`config.mk`:
```
export PLATFORM = sky130hd
export DESIGN_NAME = msi_modem_serial
export DESIGN_NICKNAME = d
export VERILOG_FILES = /design/src/msi_pkg.sv /design/src/msi_modem_serial.sv /design/src/msi_rate_tick.sv
export SDC_FILE = /design/constraint.sdc
export NUM_CORES = 1
export LEC_CHECK = 0
export ABC_AREA = 1
export ABC_CLOCK_PERIOD_IN_PS = 3700
export CORE_MARGIN = 2
export CORE_UTILIZATION = 45
export DETAILED_ROUTE_END_ITERATION = 16
export DONT_BUFFER_PORTS = 1
export GPL_ROUTABILITY_DRIVEN = 0
export GPL_TIMING_DRIVEN = 0
export PLACE_DENSITY_LB_ADDON = 0.3
export SLEW_MARGIN = 5
export SYNTH_ARGS = -nofsm -noshare
export SYNTH_HDL_FRONTEND = slang
export SYNTH_SLANG_ARGS = --single-unit
```
`constraint.sdc`:
```
create_clock -name CLK_I -period 3.7 [get_ports CLK_I]
set_input_delay 0.185 -clock CLK_I [delete_from_list [all_inputs] [get_ports CLK_I]]
set_output_delay 0.185 -clock CLK_I [all_outputs]
set_load 0.02 [all_outputs]
```
`src/msi_pkg.sv`:
```
package msi_pkg;

  // ****************************************
  // Clock and line rates
  // ****************************************
  localparam int CLK_HZ    = 20_000_000;
  localparam int OVS       = 8;
  localparam int RATE_150  = 150;
  localparam int RATE_1200 = 1200;
  localparam int RATE_1800 = 1800;
  localparam int DIV_150   = CLK_HZ / (RATE_150 * OVS);
  localparam int DIV_1200  = CLK_HZ / (RATE_1200 * OVS);
  localparam int DIV_1800  = CLK_HZ / (RATE_1800 * OVS);

  localparam logic [1:0] RATE_SEL_150  = 2'h0;
  localparam logic [1:0] RATE_SEL_1200 = 2'h1;
  localparam logic [1:0] RATE_SEL_1800 = 2'h2;

  // ****************************************
  // Sample and frame counts
  // ****************************************
  localparam logic [2:0] OVS_LAST   = 3'h7;
  localparam logic [2:0] OVS_MID    = 3'h3;
  localparam logic [2:0] DATA_LAST  = 3'h7;
  localparam logic [3:0] FRAME10_LAST = 4'h9;
  localparam logic [3:0] FRAME11_LAST = 4'ha;

  // ****************************************
  // Device codes (octal 40/41 and 50/51)
  // ****************************************
  localparam logic [5:0] DEV_REC_LO = 6'h20;
  localparam logic [5:0] DEV_XMT_LO = 6'h21;
  localparam logic [5:0] DEV_REC_HI = 6'h28;
  localparam logic [5:0] DEV_XMT_HI = 6'h29;

  // ****************************************
  // Accumulator and mask bit positions
  // ****************************************
  localparam int AC_DTR_BIT   = 0;
  localparam int MASK_REC_BIT = 1;
  localparam int MASK_XMT_BIT = 0;
  localparam int ST_CARRIER   = 3;
  localparam int ST_DSR       = 2;
  localparam int ST_RING      = 1;
  localparam int ST_BREAK     = 0;

  // ****************************************
  // Transfer and flag functions
  // ****************************************
  typedef enum logic [2:0] {
    XF_NONE  = 3'b000,
    XF_IN_A  = 3'b001,
    XF_OUT_A = 3'b010,
    XF_IN_B  = 3'b011,
    XF_OUT_B = 3'b100
  } msi_xfer_type;

  typedef enum logic [1:0] {
    FN_NONE  = 2'b00,
    FN_START = 2'b01,
    FN_CLEAR = 2'b10,
    FN_PULSE = 2'b11
  } msi_func_type;

  // ****************************************
  // State machines
  // ****************************************
  typedef enum logic [2:0] {
    RX_IDLE  = 3'b000,
    RX_START = 3'b001,
    RX_DATA  = 3'b010,
    RX_STOP  = 3'b011,
    RX_HOLD  = 3'b100
  } msi_rx_type;

  typedef enum logic [1:0] {
    TX_OFF   = 2'b00,
    TX_READY = 2'b01,
    TX_SEND  = 2'b10
  } msi_tx_type;

endpackage

```
`src/msi_modem_serial.sv`:
```
// Notes on behaviour
// - Jumper picks code pair; receiver lower.
// - Busy and done driven by flag function.
// - Mask bits 1/0 gate done interrupts.
// - Receiver pulse clears break indicator.
// - Receiver read A returns character, high zero.
// - Transmitter write A loads transmit buffer.
// - Receiver read B returns four line statuses.
// - Break indicator sticks until receiver pulse.
// - Receiver write B sets terminal ready.
// - Reception runs without start; busy unused.
// - Received character clears busy, sets done.
// - Start while off turns on, raises RTS.
// - Send only after clear-to-send; buffer clears.
// - Sent character clears busy, sets done.
// - Stays on while busy or done set.
// - Transmitter clear resets flags, drops RTS.
// - Jumper 10/11 unit transmit; receiver accepts both.
// - Rates 150, 1200 and 1800 baud.
`timescale 1ns/100ps
`default_nettype none
module msi_modem_serial
  import msi_pkg::*;
#(
  parameter int DIV_A = DIV_150,
  parameter int DIV_B = DIV_1200,
  parameter int DIV_C = DIV_1800
) (
  input  wire logic        CLK_I,        // System clock 20 MHz
  input  wire logic        RSTN_I,       // Async reset, active low
  input  wire logic        CODE_SEL_I,   // Jumper: 0 codes 40/41, 1 codes 50/51
  input  wire logic        FRAME11_I,    // Jumper: 1 sends 11-unit frames
  input  wire logic [1:0]  RATE_SEL_I,   // Line rate select
  input  wire logic        IO_STB_I,     // IO instruction strobe
  input  wire logic [5:0]  IO_DEV_I,     // Device code
  input  wire logic [2:0]  IO_XFER_I,    // Transfer kind
  input  wire logic [1:0]  IO_FUNC_I,    // Flag function F
  input  wire logic [15:0] IO_DATA_I,    // Accumulator out
  output logic      [15:0] IO_DATA_O,    // Accumulator in
  input  wire logic        MASK_LOAD_I,  // Priority mask load strobe
  input  wire logic [15:0] MASK_I,       // Priority mask word
  output logic             REC_BUSY_O,   // Receiver busy
  output logic             REC_DONE_O,   // Receiver done
  output logic             XMT_BUSY_O,   // Transmitter busy
  output logic             XMT_DONE_O,   // Transmitter done
  output logic             REC_IRQ_O,    // Receiver interrupt request
  output logic             XMT_IRQ_O,    // Transmitter interrupt request
  input  wire logic        RXD_I,        // Received data line
  output logic             TXD_O,        // Transmitted data line
  output logic             RTS_O,        // Request to send
  input  wire logic        CTS_I,        // Clear to send
  output logic             DTR_O,        // Data terminal ready
  input  wire logic        DCD_I,        // Carrier detected
  input  wire logic        DSR_I,        // Data set ready
  input  wire logic        RI_I          // Ring indicator
);

  // ****************************************
  // Oversample tick
  // ****************************************
  logic tick;
  msi_rate_tick #(
    .DIV_A (DIV_A),
    .DIV_B (DIV_B),
    .DIV_C (DIV_C)
  ) u_tick (
    .clk_i      (CLK_I),
    .rstn_i     (RSTN_I),
    .rate_sel_i (RATE_SEL_I),
    .tick_o     (tick)
  );

  // ****************************************
  // Instruction decode
  // ****************************************
  logic         rec_sel, xmt_sel;
  msi_func_type func;
  always_comb begin
    rec_sel = IO_STB_I && (IO_DEV_I == (CODE_SEL_I ? DEV_REC_HI : DEV_REC_LO));
    xmt_sel = IO_STB_I && (IO_DEV_I == (CODE_SEL_I ? DEV_XMT_HI : DEV_XMT_LO));
    func    = msi_func_type'(IO_FUNC_I);
  end

  // ****************************************
  // Register state
  // ****************************************
  logic         rec_busy_r,  rec_busy_nxt,  rec_done_r,  rec_done_nxt;
  logic         xmt_busy_r,  xmt_busy_nxt,  xmt_done_r,  xmt_done_nxt;
  logic         rec_dis_r,   rec_dis_nxt,   xmt_dis_r,   xmt_dis_nxt;
  logic         brk_r,       brk_nxt,       dtr_r,       dtr_nxt;
  logic [7:0]   rbuf_r,      rbuf_nxt;
  logic [7:0]   tbuf_r,      tbuf_nxt;
  logic         tfull_r,     tfull_nxt;
  logic [15:0]  dout_r,      dout_nxt;
  msi_rx_type   rx_st_r,     rx_st_nxt;
  logic [2:0]   rx_ovs_r,    rx_ovs_nxt;
  logic [2:0]   rx_bit_r,    rx_bit_nxt;
  logic [7:0]   rx_sh_r,     rx_sh_nxt;
  msi_tx_type   tx_st_r,     tx_st_nxt;
  logic [2:0]   tx_ovs_r,    tx_ovs_nxt;
  logic [3:0]   tx_bit_r,    tx_bit_nxt;
  logic [10:0]  tx_sh_r,     tx_sh_nxt;
  logic         rx_done_ev,  rx_brk_ev,     tx_done_ev,  tx_start_ok;

  // ****************************************
  // Receiver
  // ****************************************
  always_comb begin
    rx_st_nxt  = rx_st_r;
    rx_ovs_nxt = rx_ovs_r;
    rx_bit_nxt = rx_bit_r;
    rx_sh_nxt  = rx_sh_r;
    rbuf_nxt   = rbuf_r;
    rx_done_ev = 1'b0;
    rx_brk_ev  = 1'b0;
    if (tick) begin
      rx_ovs_nxt = rx_ovs_r + 3'h1;
      case (rx_st_r)
        RX_IDLE: begin
          rx_ovs_nxt = 3'h0;
          if (!RXD_I) begin
            rx_st_nxt = RX_START;
          end
        end
        RX_START: begin
          // Mid start bit check rejects short glitches
          if (rx_ovs_r == OVS_MID) begin
            rx_ovs_nxt = 3'h0;
            rx_bit_nxt = 3'h0;
            rx_st_nxt  = RXD_I ? RX_IDLE : RX_DATA;
          end
        end
        RX_DATA: begin
          if (rx_ovs_r == OVS_LAST) begin
            rx_sh_nxt  = {RXD_I, rx_sh_r[7:1]};
            rx_bit_nxt = rx_bit_r + 3'h1;
            if (rx_bit_r == DATA_LAST) begin
              rx_st_nxt = RX_STOP;
            end
          end
        end
        RX_STOP: begin
          // One stop bit is checked, so either frame length passes
          if (rx_ovs_r == OVS_LAST) begin
            rbuf_nxt   = rx_sh_r;
            rx_done_ev = 1'b1;
            if (!RXD_I) begin
              rx_brk_ev = (rx_sh_r == 8'h00);
              rx_st_nxt = RX_HOLD;
            end else begin
              rx_st_nxt = RX_IDLE;
            end
          end
        end
        RX_HOLD: begin
          // Wait for mark so an open line gives one event only
          if (RXD_I) begin
            rx_st_nxt = RX_IDLE;
          end
        end
        default: begin
          rx_st_nxt = RX_IDLE;
        end
      endcase
    end
  end

  // ****************************************
  // Transmitter
  // ****************************************
  always_comb begin
    tx_st_nxt   = tx_st_r;
    tx_ovs_nxt  = tx_ovs_r;
    tx_bit_nxt  = tx_bit_r;
    tx_sh_nxt   = tx_sh_r;
    tx_done_ev  = 1'b0;
    tx_start_ok = 1'b0;
    case (tx_st_r)
      TX_OFF: begin
        if (xmt_busy_r) begin
          tx_st_nxt = TX_READY;
        end
      end
      TX_READY: begin
        if (!(xmt_busy_r || xmt_done_r)) begin
          tx_st_nxt = TX_OFF;
        end else if (xmt_busy_r && tfull_r && CTS_I) begin
          tx_start_ok = 1'b1;
          tx_sh_nxt   = {2'b11, tbuf_r, 1'b0};
          tx_ovs_nxt  = 3'h0;
          tx_bit_nxt  = 4'h0;
          tx_st_nxt   = TX_SEND;
        end
      end
      TX_SEND: begin
        if (tick) begin
          tx_ovs_nxt = tx_ovs_r + 3'h1;
          if (tx_ovs_r == OVS_LAST) begin
            tx_sh_nxt  = {1'b1, tx_sh_r[10:1]};
            tx_bit_nxt = tx_bit_r + 4'h1;
            if (tx_bit_r == (FRAME11_I ? FRAME11_LAST : FRAME10_LAST)) begin
              tx_done_ev = 1'b1;
              tx_st_nxt  = TX_READY;
            end
          end
        end
      end
      default: begin
        tx_st_nxt = TX_OFF;
      end
    endcase
    if (xmt_sel && (func == FN_CLEAR)) begin
      tx_st_nxt = TX_OFF;
    end
  end

  // ****************************************
  // Flags, buffers and IO transfers
  // ****************************************
  always_comb begin
    rec_busy_nxt = rec_busy_r;
    rec_done_nxt = rec_done_r;
    xmt_busy_nxt = xmt_busy_r;
    xmt_done_nxt = xmt_done_r;
    rec_dis_nxt  = rec_dis_r;
    xmt_dis_nxt  = xmt_dis_r;
    brk_nxt      = brk_r;
    dtr_nxt      = dtr_r;
    tbuf_nxt     = tbuf_r;
    tfull_nxt    = tfull_r;
    dout_nxt     = dout_r;
    if (MASK_LOAD_I) begin
      rec_dis_nxt = MASK_I[MASK_REC_BIT];
      xmt_dis_nxt = MASK_I[MASK_XMT_BIT];
    end
    if (tx_start_ok) begin
      tbuf_nxt  = 8'h00;
      tfull_nxt = 1'b0;
    end
    if (rec_sel) begin
      if (msi_xfer_type'(IO_XFER_I) == XF_IN_A) begin
        dout_nxt = {8'h00, rbuf_r};
      end else if (msi_xfer_type'(IO_XFER_I) == XF_IN_B) begin
        dout_nxt = 16'h0000;
        dout_nxt[ST_CARRIER] = DCD_I;
        dout_nxt[ST_DSR]     = DSR_I;
        dout_nxt[ST_RING]    = RI_I;
        dout_nxt[ST_BREAK]   = brk_r;
      end else if (msi_xfer_type'(IO_XFER_I) == XF_OUT_B) begin
        dtr_nxt = IO_DATA_I[AC_DTR_BIT];
      end
      case (func)
        FN_START: begin
          rec_busy_nxt = 1'b1;
          rec_done_nxt = 1'b0;
        end
        FN_CLEAR: begin
          rec_busy_nxt = 1'b0;
          rec_done_nxt = 1'b0;
        end
        FN_PULSE: begin
          brk_nxt = 1'b0;
        end
        default: ;
      endcase
    end
    if (xmt_sel) begin
      if (msi_xfer_type'(IO_XFER_I) == XF_OUT_A) begin
        tbuf_nxt  = IO_DATA_I[7:0];
        tfull_nxt = 1'b1;
      end
      case (func)
        FN_START: begin
          xmt_busy_nxt = 1'b1;
          xmt_done_nxt = 1'b0;
        end
        FN_CLEAR: begin
          xmt_busy_nxt = 1'b0;
          xmt_done_nxt = 1'b0;
        end
        default: ;
      endcase
    end
    // Hardware events win over a software clear in the same cycle
    if (rx_done_ev) begin
      rec_busy_nxt = 1'b0;
      rec_done_nxt = 1'b1;
    end
    if (rx_brk_ev) begin
      brk_nxt = 1'b1;
    end
    if (tx_done_ev) begin
      xmt_busy_nxt = 1'b0;
      xmt_done_nxt = 1'b1;
    end
  end

  always_ff @(posedge CLK_I or negedge RSTN_I) begin
    if (!RSTN_I) begin
      {rec_busy_r, rec_done_r, xmt_busy_r, xmt_done_r} <= 4'h0;
      {rec_dis_r, xmt_dis_r, brk_r, dtr_r, tfull_r}   <= 5'h00;
      {rbuf_r, tbuf_r, dout_r}                        <= 32'h0000_0000;
      {rx_ovs_r, rx_bit_r, rx_sh_r}                   <= 14'h0000;
      {tx_ovs_r, tx_bit_r, tx_sh_r}                   <= 18'h007ff;
      rx_st_r                                         <= RX_IDLE;
      tx_st_r                                         <= TX_OFF;
    end else begin
      {rec_busy_r, rec_done_r, xmt_busy_r, xmt_done_r} <= {rec_busy_nxt, rec_done_nxt, xmt_busy_nxt, xmt_done_nxt};
      {rec_dis_r, xmt_dis_r, brk_r, dtr_r, tfull_r}   <= {rec_dis_nxt, xmt_dis_nxt, brk_nxt, dtr_nxt, tfull_nxt};
      {rbuf_r, tbuf_r, dout_r}                        <= {rbuf_nxt, tbuf_nxt, dout_nxt};
      {rx_ovs_r, rx_bit_r, rx_sh_r}                   <= {rx_ovs_nxt, rx_bit_nxt, rx_sh_nxt};
      {tx_ovs_r, tx_bit_r, tx_sh_r}                   <= {tx_ovs_nxt, tx_bit_nxt, tx_sh_nxt};
      rx_st_r                                         <= rx_st_nxt;
      tx_st_r                                         <= tx_st_nxt;
    end
  end

  // ****************************************
  // Outputs
  // ****************************************
  always_comb begin
    IO_DATA_O  = dout_r;
    REC_BUSY_O = rec_busy_r;
    REC_DONE_O = rec_done_r;
    XMT_BUSY_O = xmt_busy_r;
    XMT_DONE_O = xmt_done_r;
    REC_IRQ_O  = rec_done_r && !rec_dis_r;
    XMT_IRQ_O  = xmt_done_r && !xmt_dis_r;
    TXD_O      = (tx_st_r == TX_SEND) ? tx_sh_r[0] : 1'b1;
    RTS_O      = (tx_st_r != TX_OFF);
    DTR_O      = dtr_r;
  end

endmodule // msi_modem_serial
`default_nettype wire

```
`src/msi_rate_tick.sv`:
```
`timescale 1ns/100ps
`default_nettype none
module msi_rate_tick
  import msi_pkg::*;
#(
  parameter int DIV_A = DIV_150,
  parameter int DIV_B = DIV_1200,
  parameter int DIV_C = DIV_1800
) (
  input  wire logic       clk_i,      // System clock
  input  wire logic       rstn_i,     // Async reset, active low
  input  wire logic [1:0] rate_sel_i, // Line rate select
  output logic            tick_o      // Oversample tick pulse
);

  logic [15:0] cnt_r;
  logic [15:0] cnt_nxt;
  logic [15:0] reload;

  always_comb begin
    if (rate_sel_i == RATE_SEL_150) begin
      reload = 16'(DIV_A - 1);
    end else if (rate_sel_i == RATE_SEL_1800) begin
      reload = 16'(DIV_C - 1);
    end else begin
      reload = 16'(DIV_B - 1);
    end
    tick_o  = (cnt_r == 16'h0000);
    cnt_nxt = tick_o ? reload : cnt_r - 16'h0001;
  end

  always_ff @(posedge clk_i or negedge rstn_i) begin
    if (!rstn_i) begin
      cnt_r <= 16'h0000;
    end else begin
      cnt_r <= cnt_nxt;
    end
  end

endmodule // msi_rate_tick
`default_nettype wire

```
==> results.cfg, run 1 <==
[outcome]
outcome = finished, final reports clean

[setup_path]
crit_type = flop to output port
cp.arrival_ns = 1.75
endpoint_kind = output port
worstReg2RegStart = u_tick.cnt_r[0]
r2r_end = rbuf_r[7]
crit_required_ns = 3.51
path_max_fanout = 10
r2r_cells = 10
ff2ff_setup_slack_ns = 1.84
cp-start-kind = flop

[global_routing]
grt_antenna_before_repair = 0
grt_pass1_wl_mm = 14.7
grt_max_degree = 85
grtUsageTotal = 0.179
grt_pass1_vias = 3209
grt-ovfl-total = 0

[final_layout]
drive_gt1_frac = 0.137
syn_to_final_growth_pct = 12.3
nets = 612
antenna_cells = 0
layoutNonFillerInstCount = 677
post-route-util = 0.524
design_area_sq_um = 4890

[sta]
hold_ws_ns = 0.0283
rsz0062_at_grt = false
worst_slew_pin_slew_ns = 0.532
clock_skew_ns = 0.00891
max-slew-margin-rel = 0.643
hold_viol = 0
slew_viol_final = 0
min_period_ns = 1.93
setup_viol = 0
fin_tns_setup_ns = 0
fmax_mhz = 517
fin_ws_ns = 1.77
fin_crit_sh = 0.522

[synth]
synthDistinctLibCells = 42
postSynthAreaPerCell_sq_um = 8.54
yosysWarnings = 0
yosysSeqAreaShare = 0.485
synth-edff-count = 0
synth_seq_cells = 84
synth_top_area_frac = 0.431
yosysTopAreaCell = dfrtp_1
ys_async_sr_fraction = 1.00
synth.area.top_cells = dfrtp_1 43%, nand2_1 9.9%, inv_1 7.2%
synthCells = 510
synth_area_sq_um = 4350
synth_ff_type = dfrtp_1
yosysMostFrequentCell = nand2_1
ys_top_cells_by_count = 115 x nand2_1, 83 x inv_1, 75 x dfrtp_1

[drt]
wl_met1_mm = 3.75
viasPerCell = 4.88
postRouteAntennaNets = 0
route.met2.wl_mm = 4.40
route.detailed.drc = 0
vias = 3301
routedWlPerCell_um = 12.7
first_pass_iters = 4
dr.max_layer_used = met4
wl_met3_um = 308
wirelength_mm = 8.60
drt_iter0_markers = 130

[clock_network]
clock_latency_ns = 0.36
htreeDepth = 3
clk_pin_slew_ns = 0.08
cts.sinks = 84
hold_buffers = 15
cts_buffers = 9
postCtsSetupBuffers = 0
cts-resized-gates = 0
cts_tree = built
cts.path.max_buffers = 2
cts_root_buffer = clkbuf_8

[floorplan]
die_area_sq_um = 10500
ioPinCount = 81
rows = 35
core-area_sq_um = 9330
start_util = 0.467
die_h_um = 102
fp.dieW_um = 102

[worst_hold_path]
worstHoldEndpoint = u_tick.cnt_r[11]
hp-start = RATE_SEL_I[0]
hold_class = primary input to flop
whs_path_depth = 2

[pwr]
irDropWorstVdd_uv = 232
power_density_nw_per_um2 = 425
p_leak_nw = 2.49
p_total_mw = 2.08

[place]
dp.cells = 646
numPortBuffers = 0
place_ws_ns = 1.84
place_area_sq_um = 4540
post-dp-hpwl_mm = 6.25

[run]
drv_cap = 0
layer usage:
layer / vias to the layer above / global-route usage
met1: 1559 / 0.216
met5: - / 0
met4: 0 / 0.0564
met2: 48 / 0.315
met3: 10 / 0.0465
li1: 1684 / -
report_power, final:
| group | switching [mW] | internal [mW] | total, mW |
|---|---|---|---|
| registers | 0.0645 | 1.05 | 1.11 |
| clock network | 0.354 | 0.255 | 0.609 |
| logic | 0.232 | 0.127 | 0.359 |
| total | 0.650 | 1.43 | 2.08 |
sequential cells by signal (all words and copies together), names as in the netlist, 2 cells and up:
name,count
rx_ovs_r,3
tx_st_r,2
tbuf_r,8
IO_DATA_O,8
rx_bit_r,3
tx_sh_r,9
rx_sh_r,8
tx_bit_r,4
tx_ovs_r,3
rbuf_r,8
u_tick.cnt_r,16
rx_st_r,3
critical path, cell delays in order, from the launching register on:
cell	delay, ns
dfrtp_1	0.42
nor2_2	0.33
clkbuf_1	0.39
nand2_1	0.25
layout by cell type, fill, tap and decap left out, types with 4 or more instances in the layout:
cell type and count:
buf_4 8, dfstp_2 9, o21ai_2 16, ha_1 13, dlygate4sd3_1 14, a21oi_1 9, nor2_1 35, inv_1 83
clkbuf_8 9, conb_1 8, mux2i_1 4, nand4_1 4, nand2_1 115, nand3_1 29, o211ai_1 9, o21ai_0 44
inv_6 5, dfrtp_1 75, o21ai_1 8, xor2_1 5
cells by family after synthesis:
group	share of synthesized area
fa+ha+maj	0.0374
compound gates	0.134
xor+xnor	0.0121
buf+inv	0.101
mux	0.0144
other cells	0.000861
flops	0.485
simple gates	0.216
layout make-up:
type                    instances  area [sq um]
fillers                       856          4440
inverters                      86           323
multi-input cells             331          1830
clock buffers                   9           124
plain buffers                  16           115
flip-flops and latches         84          2110
clock inverters                 7          56.3
well taps                     129           161
repair buffers                 15           168
how the worst max path moves through the flow:
stage | start | to | slack, ns | depth (start not counted)
4_1_cts | tx_st_r[0] | TXD_O | 1.73 | 3
2_1_floorplan | u_tick.cnt_r[0] | rbuf_r[7] | 2.09 | 10
6_report | tx_st_r[0] | TXD_O | 1.77 | 3
3_3_place_gp | u_tick.cnt_r[0] | rbuf_r[7] | 1.87 | 10
5_1_grt | tx_st_r[0] | TXD_O | 1.64 | 3
3_5_place_dp | u_tick.cnt_r[0] | rbuf_r[7] | 1.84 | 10
Power figures use the tool's default switching activity.
==> run 2, diff against run 1 <==
--- a/config.mk
+++ b/config.mk
@@ -5,8 +5,8 @@
 export SDC_FILE = /design/constraint.sdc
 export NUM_CORES = 1
 export LEC_CHECK = 0
-export ABC_AREA = 1
-export ABC_CLOCK_PERIOD_IN_PS = 3700
+export ABC_AREA = 0
+export ABC_CLOCK_PERIOD_IN_PS = 1600
 export CORE_MARGIN = 2
 export CORE_UTILIZATION = 45
 export DETAILED_ROUTE_END_ITERATION = 16
==> constraint.sdc (replaced) <==
create_clock -name CLK_I -period 1.6 [get_ports CLK_I]
set_input_delay 0.08 -clock CLK_I [delete_from_list [all_inputs] [get_ports CLK_I]]
set_output_delay 0.08 -clock CLK_I [all_outputs]
set_load 0.02 [all_outputs]
==> results.cfg, run 2 <==
[outcome]
outcome = finished with violations
failed_checks = hold timing, setup timing

[final_layout]
drive_gt1_frac = 0.389
syn_to_final_growth_pct = 33.8
antenna_cells = 0
design_area_sq_um = 5710
top_register = u_tick.cnt_r
largest_reg_flops = 16
n_fill_cell = 705
layout_common_cells = 66 x dfrtp_1, 48 x nand2_1, 37 x buf_4
nets = 550
layout_commonest_cell = dfrtp_1

[synth]
ys_async_sr_fraction = 1.00
synth_seq_cells = 84
synth.area.top_cells = dfrtp_1 44%, mux2_2 7.9%, dfstp_2 5.5%
synthCells = 395
ys_top_cells_by_count = 75 x dfrtp_1, 50 x nand2_1, 30 x mux2_2
yosysMostFrequentCell = dfrtp_1
postSynthAreaPerCell_sq_um = 10.8
yosysTopAreaCell = dfrtp_1
synthDistinctLibCells = 66
synth_ff_type = dfrtp_1
yosysWarnings = 0
synth_top_area_frac = 0.440
synth-edff-count = 0
yosysSeqAreaShare = 0.495
synth_area_sq_um = 4270

[place]
numPortBuffers = 0
place_ws_ns = -0.761
place_area_sq_um = 4500
post-dp-hpwl_mm = 5.87

[sta]
setup_viol = 64
hold_ws_ns = -0.583
fin_tns_setup_ns = -13.17
hold_viol = 85
rsz0062_at_grt = true
slew_viol_final = 0
clock_skew_ns = 0.0164
fin_ws_ns = -0.409
max-slew-margin-rel = 0.463
worst_slew_pin_slew_ns = 0.804
min_period_ns = 2.01
fmax_mhz = 498
fin_crit_sh = 1.26

[drt]
wirelength_mm = 10.5
route.detailed.drc = 0
viasPerCell = 5.57
drt_iter0_markers = 171
routedWlPerCell_um = 17.5
first_pass_iters = 4
postRouteAntennaNets = 0
vias = 3327

[floorplan]
core-area_sq_um = 9200
die_area_sq_um = 10300
die_h_um = 101
rows = 35
fp.dieW_um = 101
ioPinCount = 81
start_util = 0.464

[clock_network]
cts_root_buffer = clkbuf_8
cts.path.max_buffers = 2
htreeDepth = 3
clk_pin_slew_ns = 0.09
cts_tree = built
cts_buffers = 9
cts.sinks = 84
clock_latency_ns = 0.36

[global_routing]
grtUsageTotal = 0.208
grt_pass1_wl_mm = 16.8
grt_antenna_before_repair = 0
grt_max_degree = 85
grt-ovfl-total = 0
grt_pass1_vias = 3356

[setup_path]
crit_type = flop to flop
endpoint_kind = flop
cp-start-kind = flop
path_max_fanout = 8
crit_required_ns = 1.84
cp.arrival_ns = 2.25

[pwr]
power_density_nw_per_um2 = 1020
p_total_mw = 5.82
irDropWorstVdd_uv = 736
p_leak_nw = 2.53

[run]
drv_cap = 0

[worst_hold_path]
hold_class = primary input to async pin
run 2: cell count changes after synthesis, moves of 10 or more:
cell,before,now
inv_1,83,11
nand2_1,115,50
o21ai_0,44,15
mux2_2,2,30
nand3_1,29,5
o21ai_2,16,0
a21oi_1,9,19
run 2: area by class of cell:
| class | instances | area [sq um] | area share |
|---|---|---|---|
| multi-input combinational | 288 | 2370 | 0.415 |
| sequential | 84 | 2120 | 0.372 |
| timing repair buffer | 71 | 716 | 0.125 |
| tap | 111 | 139 | 0.0243 |
| clock buffer | 10 | 128 | 0.0224 |
| buffer | 16 | 118 | 0.0206 |
| clock inverter | 6 | 71.3 | 0.0125 |
| inverter | 11 | 41.3 | 0.00723 |
run 2: layer usage:
metal / up-vias / GRT usage / part of all wire
met4: 0 / 0.0530 / 0.019
met5: - / 0 / 0
met3: 16 / 0.0476 / 0.047
met1: 1640 / 0.288 / 0.45
met2: 89 / 0.333 / 0.48
li1: 1582 / - / -
run 2: through the flow:
| step | util | cells |
|---|---|---|
| 4_1_cts | 0.593 | 581 |
| 2_1_floorplan | - | 402 |
| 3_3_place_gp | 0.489 | 513 |
| 6_report | 0.621 | 597 |
| 3_5_place_dp | 0.489 | 513 |
| 5_1_grt | 0.621 | 597 |
run 2: where the power goes:
group	leakage, nW	total [mW]	internal (mW)	switching [mW]
clock network	0.0935	1.56	0.736	0.820
logic	1.36	1.55	0.865	0.685
registers	1.07	2.71	2.37	0.340
total	2.53	5.82	3.97	1.84
run 2: logic make-up after synthesis:
logic type	share of synthesized area
and+or+nand+nor	0.191
DFF	0.495
AOI/OAI and AO/OA	0.134
muxes	0.0842
buffers and inverters	0.0358
adders and majority gates	0.0381
xor gates and xnor gates	0.0205
other	0.000879
run 2: worst max-delay path: stages (launching register included):
cell and delay (ns):
dfrtp_1 0.40, inv_2 0.07, ha_4 0.12, nor3b_4 0.28
nand4_1 0.16, buf_4 0.19, nor3_4 0.20, buf_12 0.17
mux2_4 0.30
run 2: final timing paths:
path                            slack, ns          endpoint  depth (start not counted)            start
worst max register to register      -0.41        rx_sh_r[1]                          8  u_tick.cnt_r[0]
worst min register to register       0.48        tx_sh_r[6]                          2       tx_sh_r[7]
worst min-delay path                -0.58  u_tick.cnt_r[13]                          0           RSTN_I
min in group CLK_I                  -0.01        REC_BUSY_O                          3      IO_DEV_I[0]
max in group asynchronous            1.97        tx_sh_r[7]                          0           RSTN_I
worst max-delay path                -0.41        rx_sh_r[1]                          8  u_tick.cnt_r[0]
run 2: repair_timing:
item / CTS / global route
gates cloned: 3 / 0
gates resized for setup: 71 / 34
setup buffers: 33 / 18
endpoints found under the setup margin: 72 / 81
hold buffers: 20 / 1
pin swaps: 30 / 9
endpoints found under the hold margin: 110 / 85
